<file path="src/timer_channel_defs.vh">
`ifndef TIMER_CHANNEL_DEFS_VH
`define TIMER_CHANNEL_DEFS_VH

// ==========================================
// Register byte addresses on the bus
`define OFS_STATUS_CONTROL 4'h0
`define OFS_VALUE_HIGH 4'h4
`define OFS_VALUE_LOW 4'h8

// ==========================================
// Status/control field positions
`define BIT_EVENT_FLAG 7
`define BIT_INT_ENABLE 6
`define BIT_MODE_B 5
`define BIT_MODE_A 4
`define BIT_EDGE_B 3
`define BIT_EDGE_A 2

// ==========================================
// Reset values
`define RST_STATUS_CONTROL 8'h00
`define RST_CHANNEL_VALUE 16'h0000

// ==========================================
// Counter constants
`define CNT_ALMOST_FULL 16'hFFFE
`define CNT_FULL 16'hFFFF
`define CLK_SEL_NONE 2'h0

`endif

</file>
<file path="src/timer_channel.v">
`include "timer_channel_defs.vh"

// Contract
// - Mode A picks capture or compare
// - Edge/level 00 releases pin to GPIO
// - Capture edge: rising, falling, or both
// - Compare match toggles, clears or sets pin
// - Mode B gives edge-aligned PWM, edge A sets polarity
// - Center-aligned select gives center-aligned PWM
// - Channel value bytes reset to zero
// - Capture reads latch both bytes coherently
// - Control write unlatches read buffer always
// - Value writes ignored in capture mode
// - Debug halt freezes read-latch state on value reads
// - Halt reads return live register bytes
// - Compare/PWM writes buffered until both bytes
// - No clock: transfer on second byte
// - Clocked compare: transfer at counter change
// - Clocked PWM: transfer at modulo step
// - Control write resets write-buffer sequence
// - Halt writes go direct, sequence frozen
// - Halt writes keep partial sequence intact
// - Flag cleared by read-then-write-zero
// - Clock select 00 means counter stopped
// - Center-aligned select overrides channel modes
// - Active edge captures counter, sets flag
module timer_channel (
    // Clock and reset
    input wire ref_clk,
    input wire arst_n,
    // Avalon-MM slave
    input wire [3:0] address,
    input wire read,
    input wire write,
    input wire [31:0] writedata,
    output reg [31:0] readdata,
    output wire waitrequest,
    // Shared counter side
    input wire center_aligned_select,
    input wire counter_clock_select_hi,
    input wire counter_clock_select_lo,
    input wire [15:0] counter_value,
    input wire [15:0] modulo_value,
    input wire debug_halt,
    // Channel pin
    input wire chan_pin_in,
    output reg chan_pin_out,
    output wire chan_pin_oe,
    // Status
    output wire chan_event_flag,
    output wire [15:0] chan_value
);

    // ==========================================
    // Mode codes
    localparam MODE_CAP = 2'h0;
    localparam MODE_OC = 2'h1;
    localparam MODE_EDGE_ALIGNED_PWM = 2'h2;
    localparam MODE_CENTER_ALIGNED_PWM = 2'h3;

    // Decode channel mode from select bits
    function [1:0] chan_mode;
        input cas;
        input msb;
        input msa;
        begin
            if (cas)
                chan_mode = MODE_CENTER_ALIGNED_PWM;
            else if (msb)
                chan_mode = MODE_EDGE_ALIGNED_PWM;
            else if (msa)
                chan_mode = MODE_OC;
            else
                chan_mode = MODE_CAP;
        end
    endfunction

    // ==========================================
    // Reset release
    reg rst_meta; // First release stage
    reg rst_sync; // Released reset, active low

    // Two-stage release of the async reset
    always @(posedge ref_clk or negedge arst_n)
    begin
        if (!arst_n)
        begin
            rst_meta <= 1'b0;
            rst_sync <= 1'b0;
        end
        else
        begin
            rst_meta <= 1'b1;
            rst_sync <= rst_meta;
        end
    end

    // ==========================================
    // State
    reg ack; // Bus answer phase
    reg event_flag; // Channel event flag
    reg int_enable; // Interrupt enable bit, stored only
    reg mode_b; // chan_mode_select_b
    reg mode_a; // chan_mode_select_a
    reg edge_b; // chan_edge_level_b
    reg edge_a; // chan_edge_level_a
    reg clr_armed; // Flag read while set
    reg [15:0] value; // Channel value register
    reg [15:0] rd_buf; // Read coherency buffer
    reg rd_latched; // Read buffer holds a pair
    reg rd_first_hi; // High byte was read first
    reg [15:0] wr_buf; // Write coherency buffer
    reg wr_hi_done; // High byte buffered
    reg wr_lo_done; // Low byte buffered
    reg wr_pending; // Pair waits for transfer
    reg pin_prev; // Pin level one cycle ago
    reg [15:0] cnt_prev; // Counter one cycle ago

    // ==========================================
    // Decodes
    wire [1:0] mode = chan_mode(center_aligned_select, mode_b, mode_a);
    wire [1:0] edge_sel = {edge_b, edge_a};
    wire pin_used = (edge_sel != 2'h0);
    wire is_cap = (mode == MODE_CAP);
    wire is_pwm = (mode == MODE_EDGE_ALIGNED_PWM) || (mode == MODE_CENTER_ALIGNED_PWM);
    wire clk_running = ({counter_clock_select_hi, counter_clock_select_lo}
        != `CLK_SEL_NONE);

    // Bus phases: requests are taken in the answer cycle
    wire req = read | write;
    assign waitrequest = req & ~ack;
    wire rd_first = read & ~ack; // Read data formed here
    wire wr_fire = write & ack; // Write takes effect here
    wire rd_fire = read & ack; // Read completes here
    wire sel_sc = (address == `OFS_STATUS_CONTROL);
    wire sel_vh = (address == `OFS_VALUE_HIGH);
    wire sel_vl = (address == `OFS_VALUE_LOW);
    wire sc_write = wr_fire & sel_sc;

    // Counter motion
    wire cnt_changed = (counter_value != cnt_prev);
    wire cnt_up = (counter_value > cnt_prev);
    wire match = cnt_changed && (counter_value == value);

    // Capture edge select
    wire rise = chan_pin_in & ~pin_prev;
    wire fall = ~chan_pin_in & pin_prev;
    reg cap_edge;
    always @*
    begin
        // Choose active edge
        case (edge_sel)
            2'h1: cap_edge = rise;
            2'h2: cap_edge = fall;
            2'h3: cap_edge = rise | fall;
            default: cap_edge = 1'b0;
        endcase
    end
    wire capture = is_cap & pin_used & cap_edge;

    // Compare event, not for 0% or 100% PWM duty
    wire pwm_edge_duty = is_pwm && ((value == 16'h0000) || (value > modulo_value
        && modulo_value != 16'h0000));
    wire cmp_event = ~is_cap & match & ~pwm_edge_duty;
    wire chan_event = capture | cmp_event;

    // Buffered value transfer moment
    wire [15:0] mod_minus = modulo_value - 16'h0001;
    wire pwm_step = (modulo_value == 16'h0000) ?
        (cnt_prev == `CNT_ALMOST_FULL && counter_value == `CNT_FULL) :
        (cnt_prev == mod_minus && counter_value == modulo_value);
    wire transfer_now = wr_pending &&
        (is_pwm ? pwm_step : cnt_changed);

    // ==========================================
    // Bus answer and read data
    always @(posedge ref_clk or negedge rst_sync)
    begin
        if (!rst_sync)
        begin
            ack <= 1'b0;
            readdata <= 32'h00000000;
        end
        else
        begin
            // Answer one cycle after a request appears
            ack <= req & ~ack;
            if (rd_first)
            begin
                // Narrow registers sit in the low byte
                readdata <= 32'h00000000;
                if (sel_sc)
                    readdata[7:0] <= {event_flag, int_enable, mode_b, mode_a,
                        edge_b, edge_a, 2'h0};
                else if (sel_vh)
                begin
                    if (is_cap && rd_latched && !debug_halt)
                        readdata[7:0] <= rd_buf[15:8];
                    else
                        readdata[7:0] <= value[15:8];
                end
                else if (sel_vl)
                begin
                    if (is_cap && rd_latched && !debug_halt)
                        readdata[7:0] <= rd_buf[7:0];
                    else
                        readdata[7:0] <= value[7:0];
                end
            end
        end
    end

    // ==========================================
    // Status/control register and event flag
    always @(posedge ref_clk or negedge rst_sync)
    begin
        if (!rst_sync)
        begin
            event_flag <= 1'b0;
            int_enable <= 1'b0;
            mode_b <= 1'b0;
            mode_a <= 1'b0;
            edge_b <= 1'b0;
            edge_a <= 1'b0;
            clr_armed <= 1'b0;
        end
        else
        begin
            if (sc_write)
            begin
                // Control bits take the written byte
                int_enable <= writedata[`BIT_INT_ENABLE];
                mode_b <= writedata[`BIT_MODE_B];
                mode_a <= writedata[`BIT_MODE_A];
                edge_b <= writedata[`BIT_EDGE_B];
                edge_a <= writedata[`BIT_EDGE_A];
            end
            // New event wins over a clear
            if (chan_event)
            begin
                event_flag <= 1'b1;
                clr_armed <= 1'b0;
            end
            else if (sc_write && clr_armed && !writedata[`BIT_EVENT_FLAG])
            begin
                event_flag <= 1'b0;
                clr_armed <= 1'b0;
            end
            else if (rd_fire && sel_sc && event_flag)
                clr_armed <= 1'b1;
        end
    end

    // ==========================================
    // Read coherency
    always @(posedge ref_clk or negedge rst_sync)
    begin
        if (!rst_sync)
        begin
            rd_buf <= `RST_CHANNEL_VALUE;
            rd_latched <= 1'b0;
            rd_first_hi <= 1'b0;
        end
        else if (sc_write)
            rd_latched <= 1'b0;
        else if (rd_fire && is_cap && !debug_halt && (sel_vh || sel_vl))
        begin
            if (!rd_latched)
            begin
                // First half read: hold both bytes
                rd_buf <= value;
                rd_latched <= 1'b1;
                rd_first_hi <= sel_vh;
            end
            else if (rd_first_hi != sel_vh)
                rd_latched <= 1'b0; // Other half read
        end
    end

    // ==========================================
    // Channel value and write coherency
    wire val_write = wr_fire && (sel_vh || sel_vl) && !is_cap;
    wire hi_next = wr_hi_done | sel_vh;
    wire lo_next = wr_lo_done | sel_vl;
    wire [15:0] buf_next = sel_vh ? {writedata[7:0], wr_buf[7:0]} :
        {wr_buf[15:8], writedata[7:0]};

    always @(posedge ref_clk or negedge rst_sync)
    begin
        if (!rst_sync)
        begin
            value <= `RST_CHANNEL_VALUE;
            wr_buf <= `RST_CHANNEL_VALUE;
            wr_hi_done <= 1'b0;
            wr_lo_done <= 1'b0;
            wr_pending <= 1'b0;
        end
        else
        begin
            // Pending pair moves in at its moment
            if (transfer_now && !debug_halt)
            begin
                value <= wr_buf;
                wr_pending <= 1'b0;
            end
            if (capture)
                value <= counter_value;
            if (sc_write)
            begin
                // Sequence starts over
                wr_hi_done <= 1'b0;
                wr_lo_done <= 1'b0;
                wr_pending <= 1'b0;
            end
            else if (val_write && debug_halt)
            begin
                // Direct write, buffer untouched
                if (sel_vh)
                    value[15:8] <= writedata[7:0];
                else
                    value[7:0] <= writedata[7:0];
            end
            else if (val_write)
            begin
                wr_buf <= buf_next;
                if (hi_next && lo_next)
                begin
                    wr_hi_done <= 1'b0;
                    wr_lo_done <= 1'b0;
                    if (!clk_running)
                    begin
                        value <= buf_next;
                        wr_pending <= 1'b0;
                    end
                    else
                        wr_pending <= 1'b1;
                end
                else
                begin
                    wr_hi_done <= hi_next;
                    wr_lo_done <= lo_next;
                end
            end
        end
    end

    // ==========================================
    // Pin and counter history
    always @(posedge ref_clk or negedge rst_sync)
    begin
        if (!rst_sync)
        begin
            pin_prev <= 1'b0;
            cnt_prev <= 16'h0000;
        end
        else
        begin
            pin_prev <= chan_pin_in;
            cnt_prev <= counter_value;
        end
    end

    // ==========================================
    // Output pin drive
    wire low_true = edge_a; // X1 selects low-true pulses
    wire edge_aligned_pwm_start = cnt_changed && (counter_value == 16'h0000);

    always @(posedge ref_clk or negedge rst_sync)
    begin
        if (!rst_sync)
            chan_pin_out <= 1'b0;
        else if (!pin_used)
            chan_pin_out <= 1'b0;
        else
        begin
            case (mode)
                MODE_OC:
                begin
                    // Compare action on the pin
                    if (match)
                    begin
                        if (edge_sel == 2'h1)
                            chan_pin_out <= ~chan_pin_out;
                        else
                            chan_pin_out <= edge_b & edge_a;
                    end
                end
                MODE_EDGE_ALIGNED_PWM:
                begin
                    // Period start then compare end
                    if (match)
                        chan_pin_out <= low_true;
                    else if (edge_aligned_pwm_start)
                        chan_pin_out <= ~low_true;
                end
                MODE_CENTER_ALIGNED_PWM:
                begin
                    // Up-compare ends, down-compare starts
                    if (match && cnt_up)
                        chan_pin_out <= low_true;
                    else if (match)
                        chan_pin_out <= ~low_true;
                end
                default:
                    chan_pin_out <= 1'b0; // Capture drives nothing
            endcase
        end
    end

    // ==========================================
    // Outputs
    assign chan_pin_oe = pin_used & ~is_cap;
    assign chan_event_flag = event_flag;
    assign chan_value = value;

endmodule

</file>
<file path="config.mk">
export PLATFORM = sky130hd
export DESIGN_NAME = timer_channel
export DESIGN_NICKNAME = d
export VERILOG_FILES = /design/src/timer_channel.v
export VERILOG_INCLUDE_DIRS = /design/src
export SDC_FILE = /design/constraint.sdc
export NUM_CORES = 1
export LEC_CHECK = 0
export BUFFER_PORTS_ARGS = -buffer_cell sky130_fd_sc_hd__buf_4
export CELL_PAD_IN_SITES_DETAIL_PLACEMENT = 1
export CELL_PAD_IN_SITES_GLOBAL_PLACEMENT = 1
export CORE_MARGIN = 4
export CORE_UTILIZATION = 45
export CTS_CLUSTER_SIZE = 12
export DETAILED_ROUTE_END_ITERATION = 10
export GPL_ROUTABILITY_DRIVEN = 0
export PLACE_DENSITY_LB_ADDON = 0.2
export SYNTH_ARGS = -nofsm -noshare
export SYNTH_HDL_FRONTEND = slang
export SYNTH_SLANG_ARGS = --single-unit
</file>
<file path="constraint.sdc">
create_clock -name ref_clk -period 6.8 [get_ports ref_clk]
set_input_delay 1.36 -clock ref_clk [delete_from_list [all_inputs] [get_ports ref_clk]]
set_output_delay 1.36 -clock ref_clk [all_outputs]
set_load 0.02 [all_outputs]
</file>
Word-level counts from Yosys, hierarchy flattened:

Index checks and enable logic that the tools add are counted.
W data, S select, Z words.

* bits of input ports: 77
* memories kept: 0
* memory bits (read-only): 0
* output and inout bits: 52
* word-level logic and storage cells: 168
* latch bits: 0
* RAM bits: 0
* register bits after elaboration: 89

* div/mod/pow operators: 0
* bitwise operators: 28
* $add $sub $neg: 1
* eq/ne operators: 19
* $mul: 0
* reduce and logical (&&, ||, !) cells: 44
* $lt $le $gt $ge: 2
* shifts and indexed selects: 0
* multiplexer cells: 52

Operator list (count)
* $mux W16: 8
* $mux W8: 7
* $eq A16 B16 Y1: 3
* $logic_not A16 Y1: 3
* $mux W1: 33
* $eq A16 B16 Y1 const B: 2
* $gt A16 B16 Y1: 2
* $logic_and A1 B1 Y1: 22
* $ne A16 B16 Y1: 1
* $reduce_bool A16 Y1: 1
* $sub A16 B1 Y16 const B: 1
* $and A1 B1 Y1: 13
* $not A1 Y1: 10
* $reduce_bool A2 Y1: 5
* $reduce_and A3 Y1: 3
* $eq A2 B2 Y1 const B: 4
* $pmux W1 S3: 2
* $or A1 B1 Y1: 5
* $eq A2 B1 Y1 const B: 2
* $eq A4 B3 Y1 const B: 1
* $eq A4 B4 Y1 const B: 1
* $logic_not A4 Y1: 1
* $mux W2: 2
* $ne A4 B3 Y1 const B: 1
* 9 further kinds: 13

Logic depth before layout (Yosys ltp):

Gate-level depths: netlist (run 1).

* depth in word-level cells: 15
* depth in mapped cells: 12
* mapped depth without buffers: 10

Least setup slack after synthesis (run 1):

OpenSTA, ideal clock, no wires.

* path type: input to register
* start: input port modulo_value[1]
* end: register value[12] (netlist: chan_value[12])
* slack: 3.144 ns
* cell stages on the path: 11
* library setup time: 0.142 ns
* path buffers: 1
* arrival time: 3.514 ns
* path through: inv_1 -> ha_1 -> nor3b_1 -> nand2_1 -> nor4_1 -> a211oi_1 -> a211o_1 -> o21ai_4 -> buf_12 -> mux2i_1 -> o21ai_1

* longest elaborated chain between the ends: 14
* elaborated cells between the ends (all ways): 17
* classes of those cells: add/sub (1); eq/ne (2); mux (10); reduce/logical (4)

RTL lines
* from (decl): line timer_channel.v:43 `input wire [15:0] modulo_value,`
* $sub A16 B1 Y16: line timer_channel.v:168 `wire [15:0] mod_minus = modulo_value - 16'h0001;`
* $eq A16 B16 Y1: line timer_channel.v:171 `(cnt_prev == mod_minus && counter_value == modulo_value);`
* $logic_and A1 B1 Y1: line timer_channel.v:171
* $mux W1 *: line timer_channel.v:169 `wire pwm_step = (modulo_value == 16'h0000) ?`
* $mux W1 *: line timer_channel.v:173 `(is_pwm ? pwm_step : cnt_changed);`
* $logic_and A1 B1 Y1 *: line timer_channel.v:172 `wire transfer_now = wr_pending &&`
* $logic_and A1 B1 Y1 *: line timer_channel.v:301 `if (transfer_now && !debug_halt)`
* $mux W16 *: line timer_channel.v:301
* $mux W16 *: line timer_channel.v:306 `if (capture)`
* $mux W16: line timer_channel.v:330 `if (!clk_running)`
* $mux W16: line timer_channel.v:326 `if (hi_next && lo_next)`
* $mux W16: line timer_channel.v:323 `else if (val_write)`
* $mux W16: line timer_channel.v:315 `else if (val_write && debug_halt)`
* $mux W16 *: line timer_channel.v:308 `if (sc_write)`
* to (signal assigned): line timer_channel.v:307 `value <= counter_value;`
* to (signal assigned): line timer_channel.v:319 `value[15:8] <= writedata[7:0];`
* to (signal assigned): line timer_channel.v:332 `value <= buf_next;`
* to (decl): line timer_channel.v:108 `reg [15:0] value;`

Mark *: on every way between the ends. The rest lies on a longest branch, timed or not.
A chain may end at the register's enable or synchronous reset.

Worst setup path after layout (run 1):

* start: input port modulo_value[1]
* end: register value[0] (netlist: chan_value[0])

Same word-level chain as after synthesis.

==> results of run 1 <==
-- per-stage QoR --
stage | area (sq um) | cells | util, % | setup slack [ps]
after floorplan | 6210 | 695 | - | 3140
after global placement | 6740 | 903 | 50.7 | 2350
after detailed placement | 6740 | 903 | 50.7 | 2220
after CTS | 7000 | 918 | 52.6 | 2600
after global routing | 7000 | 918 | 52.6 | 2250
final | 7000 | 918 | 52.6 | 2490
-- layout make-up --
class	count	area share, %
Timing Repair Buffer	81	8.69
Clock buffer	12	3.38
Multi-Input combinational cell	516	50.4
Inverter	41	2.20
Tap cell	176	3.15
Clock inverter	3	0.286
Sequential cell	89	31.9
-- power breakdown --
part / switching, W / internal, W
combinational: 0.000348 / 0.000281
clock: 0.000216 / 0.000246
sequential: 0.000186 / 0.000610
-- per-layer routing --
metal / track usage (%) / share of wire, % / vias to the layer above
li1: - / - / 2508
met1: 36.2 / 44 / 2826
met2: 44.7 / 48 / 235
met3: 5.23 / 6.3 / 34
met4: 8.38 / 2.3 / 0
met5: 0 / 0 / -
-- worst paths after layout --
check	from	endpoint	cells past startpoint
hold reg to reg	rst_sync	wr_buf[9]	0
setup / recovery	modulo_value[1]	chan_value[0]	11
min in group ref_clk	rst_meta	rst_sync	0
hold / removal	rst_sync	wr_buf[9]	0
setup reg to reg	mode_b	chan_value[8]	8
max in group asynchronous	rst_sync	cnt_prev[3]	1
-- state kept, by name (all words and copies together), names as in the netlist, 8 cells and up --
signal      flops
readdata        8
wr_buf         16
chan_value     16
rd_buf         16
cnt_prev       16
-- cells in the mapped netlist, types with 2 or more instances --
cell type	n
mux2_2	16
and4_1	3
a31oi_1	3
o31ai_1	4
a32o_1	2
xnor2_1	33
dfrtp_1	89
a211oi_1	5
o211a_1	2
o22a_1	2
nand3_1	8
and3_1	2
or3_1	3
o21ai_0	31
conb_1	2
nor2b_1	4
buf_4	24
nand3b_1	2
inv_1	41
ha_1	36
a21oi_1	17
o221ai_1	3
o22ai_1	7
nor3_1	15
clkbuf_1	19
or2_2	2
and2_1	4
a21o_1	7
mux2i_1	33
xor2_1	21
nor4_1	19
nand2b_1	6
nor3b_1	2
nand4_1	25
o21ai_1	11
nor2_1	25
o211ai_1	4
o21a_1	7
nand2_1	95
buf_2	3
a222oi_1	15
-- cells by family after synthesis --
| logic type | Yosys count | share of synthesized area, % |
|---|---|---|
| flops | 89 | 36.4 |
| compound gates | 126 | 14.0 |
| xor+xnor | 54 | 7.72 |
| other cells | 2 | 0.123 |
| mux | 50 | 8.52 |
| buf+inv | 90 | 7.44 |
| simple gates | 225 | 18.5 |
| fa+ha+maj | 36 | 7.35 |
==> results.cfg, run 1 <==
[clock_tree]
clock-sinks = 89
cts_made_buffers = 9
ctsHoldBuffers = 0
clkLatencyLatePin_ps = 350
cts_setup_buffers = 0
cts_tree = yes
cts_htree_levels = 3
cts-root-buf = clkbuf_16
cts.path.max_buffers = 2
cts_resized = 0
clkTransAtPathRegs_ps = 60

[yosys]
yosysTopAreaCell = dfrtp_1
postSynthAreaPerCell_sq_um = 9.11
synth_area_leaders = dfrtp_1, ha_1, nand2_1
netlist_instances = 672
synth_edf_count = 0
yosysWarningCount = 0
ys_seq_elements = 89
synthesis.area_sq_um = 6120
yosysUniqueCellTypes = 61
yosysTopAreaCellShare_pct = 36.4
ys_seq_area_share_pct = 36.4
synthArstFlopShare_pct = 100
synthFlopType = dfrtp_1

[setup_path]
worstPathCellList = buf_4 > inv_1 > ha_1 > nor3b_1 > nand2_1 > nor4_1 > a211oi_1 > a211o_1 > o21ai_4 > mux2i_1 > o21ai_0
crit_path_start_kind = primary input
critPathKind = in -> reg
crit_fanout = 14
path_buf_inv = 2
endpoint_kind = register
arrival_ps = 4500
critPathTopFamily = compound AO/OA/AOI/OAI gates
r2r_slack_ps = 3830
worst_path_max_delay_cell = nor3b_1
max_stage_delay_ps = 580
crit_required_ps = 6990

[cells_and_area]
multi_input_area_sq_um = 3530
fin_nets = 851
fillers = 1570
final_common_cell = nand2_1
ff_latch_area_sq_um = 2230
syn2layout_area_growth_pct = 14.3
drive_gt1_share_pct = 16.0
layout_common_cells = nand2_1, dfrtp_1, buf_4, inv_1, ha_1
num_antenna_cells = 0

[sta]
clock.fmax_mhz = 232
fin_crit_ps = 4310
maxSlewViolCount = 0
slew_headroom_pct = 24.9
whs_ps = 114
fin_setup_tns_ps = 0
rsz0062_at_grt = no
finalCritPeriodShare_pct = 63.4
hold_viol = 0
setup_viol = 0
tightestPinTransition_ps = 1110
fin_worst_skew_ps = 8.58

[global_routing]
gr-usage-all-layers_pct = 27.1
antenna_found_initial = 0
gr-total-overflow = 0
grt_pass1_wl_microns = 33400
grt_max_degree = 83
grt_pass1_vias = 5949

[power]
power_density_nw_per_um2 = 270
finalPower_w = 0.00189
cellLeakagePower_nw = 3.31
ir_drop_mv = 0.214

[min_path]
hold_path.class = reg -> async

[drt]
routed_via_density = 6.10
dr.pass1.iters = 7
totalWireLength_microns = 20800
antenna_left = 0
wire_per_inst_microns = 22.7
vias = 5603
drc = 0
first_iter_violations = 577

[floorplan]
die_x_microns = 125
rows = 42
start_util_pct = 46.1
pin_count = 129
core_sq_um = 13300
die-area_sq_um = 15500
die_h_microns = 125

[placed_design]
port_buffers = 80
dp_hpwl_microns = 15600

[flow_run]
drv_cap = 0

[status]
status = completed
Note: power is estimated with default switching activity, not from simulation.
==> run 2, diff against run 1 <==
--- a/config.mk
+++ b/config.mk
@@ -6,11 +6,12 @@
 export SDC_FILE = /design/constraint.sdc
 export NUM_CORES = 1
 export LEC_CHECK = 0
+export ABC_AREA = 1
 export BUFFER_PORTS_ARGS = -buffer_cell sky130_fd_sc_hd__buf_4
 export CELL_PAD_IN_SITES_DETAIL_PLACEMENT = 1
 export CELL_PAD_IN_SITES_GLOBAL_PLACEMENT = 1
 export CORE_MARGIN = 4
-export CORE_UTILIZATION = 45
+export CORE_UTILIZATION = 40
 export CTS_CLUSTER_SIZE = 12
 export DETAILED_ROUTE_END_ITERATION = 10
 export GPL_ROUTABILITY_DRIVEN = 0
==> constraint.sdc (replaced) <==
create_clock -name ref_clk -period 4.05 [get_ports ref_clk]
set_input_delay 0.81 -clock ref_clk [delete_from_list [all_inputs] [get_ports ref_clk]]
set_output_delay 0.81 -clock ref_clk [all_outputs]
set_load 0.02 [all_outputs]
==> results.cfg, run 2 <==
[yosys]
yosysUniqueCellTypes = 48
yosysMostFrequentCell = nand2_1
yosysTopAreaCellShare_pct = 33.6
ys_seq_elements = 89
synth_edf_count = 0
synth_common_cells = nand2_1, inv_1, dfrtp_1, nor2_1, o21ai_0
postSynthAreaPerCell_sq_um = 6.92
yosysTopAreaCell = dfrtp_1
synth_area_leaders = dfrtp_1, nand2_1, inv_1
yosysWarningCount = 0
netlist_instances = 958
synthesis.area_sq_um = 6630
synthArstFlopShare_pct = 100
synthFlopType = dfrtp_1
ys_seq_area_share_pct = 33.6

[power]
cellLeakagePower_nw = 3.97
power_frac_comb_pct = 36.2
clockPowerShare_pct = 25.6
power_density_nw_per_um2 = 444
p_sw_share_pct = 41.6
p_int_w = 0.00199
p_sw_w = 0.00142
ir_drop_mv = 0.264
seq_power_share_pct = 38.3

[sta]
setup_viol = 0
hold_viol = 0
finalCritPeriodShare_pct = 78.0
rsz0062_at_grt = no
clock.fmax_mhz = 317
tightestPinTransition_ps = 752
slew_headroom_pct = 49.8
maxSlewViolCount = 0
fin_crit_ps = 3160
fin_setup_tns_ps = 0
fin_worst_skew_ps = 14.6

[placed_design]
port_buffers = 80
placed_cells = 1242
dp_hpwl_microns = 17700

[setup_path]
max_stage_delay_ps = 520
crit_required_ps = 4280
path_buf_inv = 2
worst_path_max_delay_cell = nor4_1
r2r_end = chan_value[1]
worstRegToRegCells = 12
worstPathCellList = buf_4 > ha_1 > nand2_1 > nor2_1 > nand4_1 > nor4_1 > a21oi_1 > nand2_2 > buf_4 > o21ai_1 > o21ai_0 > nand2_1
crit_path_start_kind = primary input
regToRegStartpoint = cnt_prev[15]
critPathTopFamily = simple AND/OR/NAND/NOR gates
arrival_ps = 3390
crit_cells = 12
endpoint_kind = register
crit_fanout = 20
r2r_slack_ps = 1050
critPathKind = in -> reg

[global_routing]
grt_pass1_wl_microns = 35200
antenna_found_initial = 0
grt_max_degree = 56
gr-usage-all-layers_pct = 24.4
gr-total-overflow = 0
grt_pass1_vias = 6484

[clock_tree]
cts_made_buffers = 9
cts.path.max_buffers = 2
clkTransAtPathRegs_ps = 70
cts_htree_levels = 3
ctsHoldBuffers = 0
cts-root-buf = clkbuf_16
clkLatencyLatePin_ps = 360
cts_setup_buffers = 0
cts_resized = 0
cts_tree = yes
clock-sinks = 89

[floorplan]
die_h_microns = 137
start_util_pct = 41.3
pin_count = 129
die-area_sq_um = 18700
rows = 46
die_x_microns = 137
core_sq_um = 16100

[cells_and_area]
num_antenna_cells = 0
drive_gt1_share_pct = 13.2
final_cells = 1258
fin_nets = 1150
fillers = 2113
final_common_cell = nand2_1
syn2layout_area_growth_pct = 15.9
ff_latch_area_sq_um = 2230
layout_common_cells = nand2_1, inv_1, buf_4, dfrtp_1, nor2_1
multi_input_area_sq_um = 3690

[flow_run]
drv_cap = 0

[drt]
dr.pass1.iters = 4
first_iter_violations = 370
antenna_left = 0
totalWireLength_microns = 22200
drc = 0
wire_per_inst_microns = 17.6
vias = 6526
routed_via_density = 5.19

[min_path]
hold_path.class = in -> async

[status]
status = completed
==> run 2: cells by family after synthesis <==
kind of cell	synth area share, %
fa+ha+maj	6.79
compound gates	15.9
flops	33.6
xor+xnor	2.77
simple gates	28.8
other cells	0.113
buf+inv	12.0
==> run 2: area by class of cell <==
cell class                 instances  share of cell area (%)
multi-input combinational        708                    48.0
clock buffer                      10                    2.98
inverter                         139                    6.82
clock inverter                     6                   0.846
timing repair buffer              90                    8.79
tap                              216                    3.52
sequential                        89                    29.0
==> run 2: how the worst max path moves through the flow <==
stage                            from       endpoint  slack [ps]
finish              counter_value[15]  chan_value[1]         890
global route        counter_value[15]  chan_value[1]         680
CTS                 counter_value[15]  chan_value[3]         970
detailed placement  counter_value[15]  chan_value[3]         620
global placement    counter_value[15]  chan_value[3]         680
floorplan                    rst_sync            ack        1390
==> run 2: worst reg2reg max path: cells and delay by family (launching register included) <==
kind,cells,cell delay (ps)
AOI/OAI and AO/OA,3,490
adders and majority gates,1,290
buffers and inverters,2,320
DFF,1,390
and+or+nand+nor,6,1390
==> run 2: metrics by stage <==
| stage | setup WS [ps] | util [%] | power [W] | area [sq um] | hold WS (ps) |
|---|---|---|---|---|---|
| detailed placement | 616 | 46.0 | 0.00256 | 7390 | 336 |
| global placement | 679 | 46.0 | 0.00252 | 7390 | 336 |
| finish | 892 | 47.9 | 0.00341 | 7690 | 217 |
| floorplan | 1390 | - | 0.00201 | 6720 | 331 |
| global route | 678 | 47.9 | 0.00365 | 7690 | 208 |
| CTS | 973 | 47.9 | 0.00343 | 7690 | 211 |
==> run 2: power by group through the flow <==
| stage | clock (W) | combinational, W | sequential, W |
|---|---|---|---|
| 2_1_floorplan | 0 | 0.000691 | 0.00132 |
| 3_3_place_gp | 0 | 0.00120 | 0.00132 |
| 3_5_place_dp | 0 | 0.00123 | 0.00132 |
| 4_1_cts | 0.000883 | 0.00124 | 0.00131 |
| 5_1_grt | 0.000924 | 0.00139 | 0.00134 |
| 6_report | 0.000874 | 0.00123 | 0.00131 |
==> run 2: routing by layer <==
layer | GRT usage, % | up-vias | routed length [microns]
li1 | - | 3227 | -
met1 | 34.2 | 3153 | 10500
met2 | 40.8 | 124 | 10600
met3 | 2.39 | 22 | 727
met4 | 5.88 | 0 | 286
met5 | 0 | - | 0
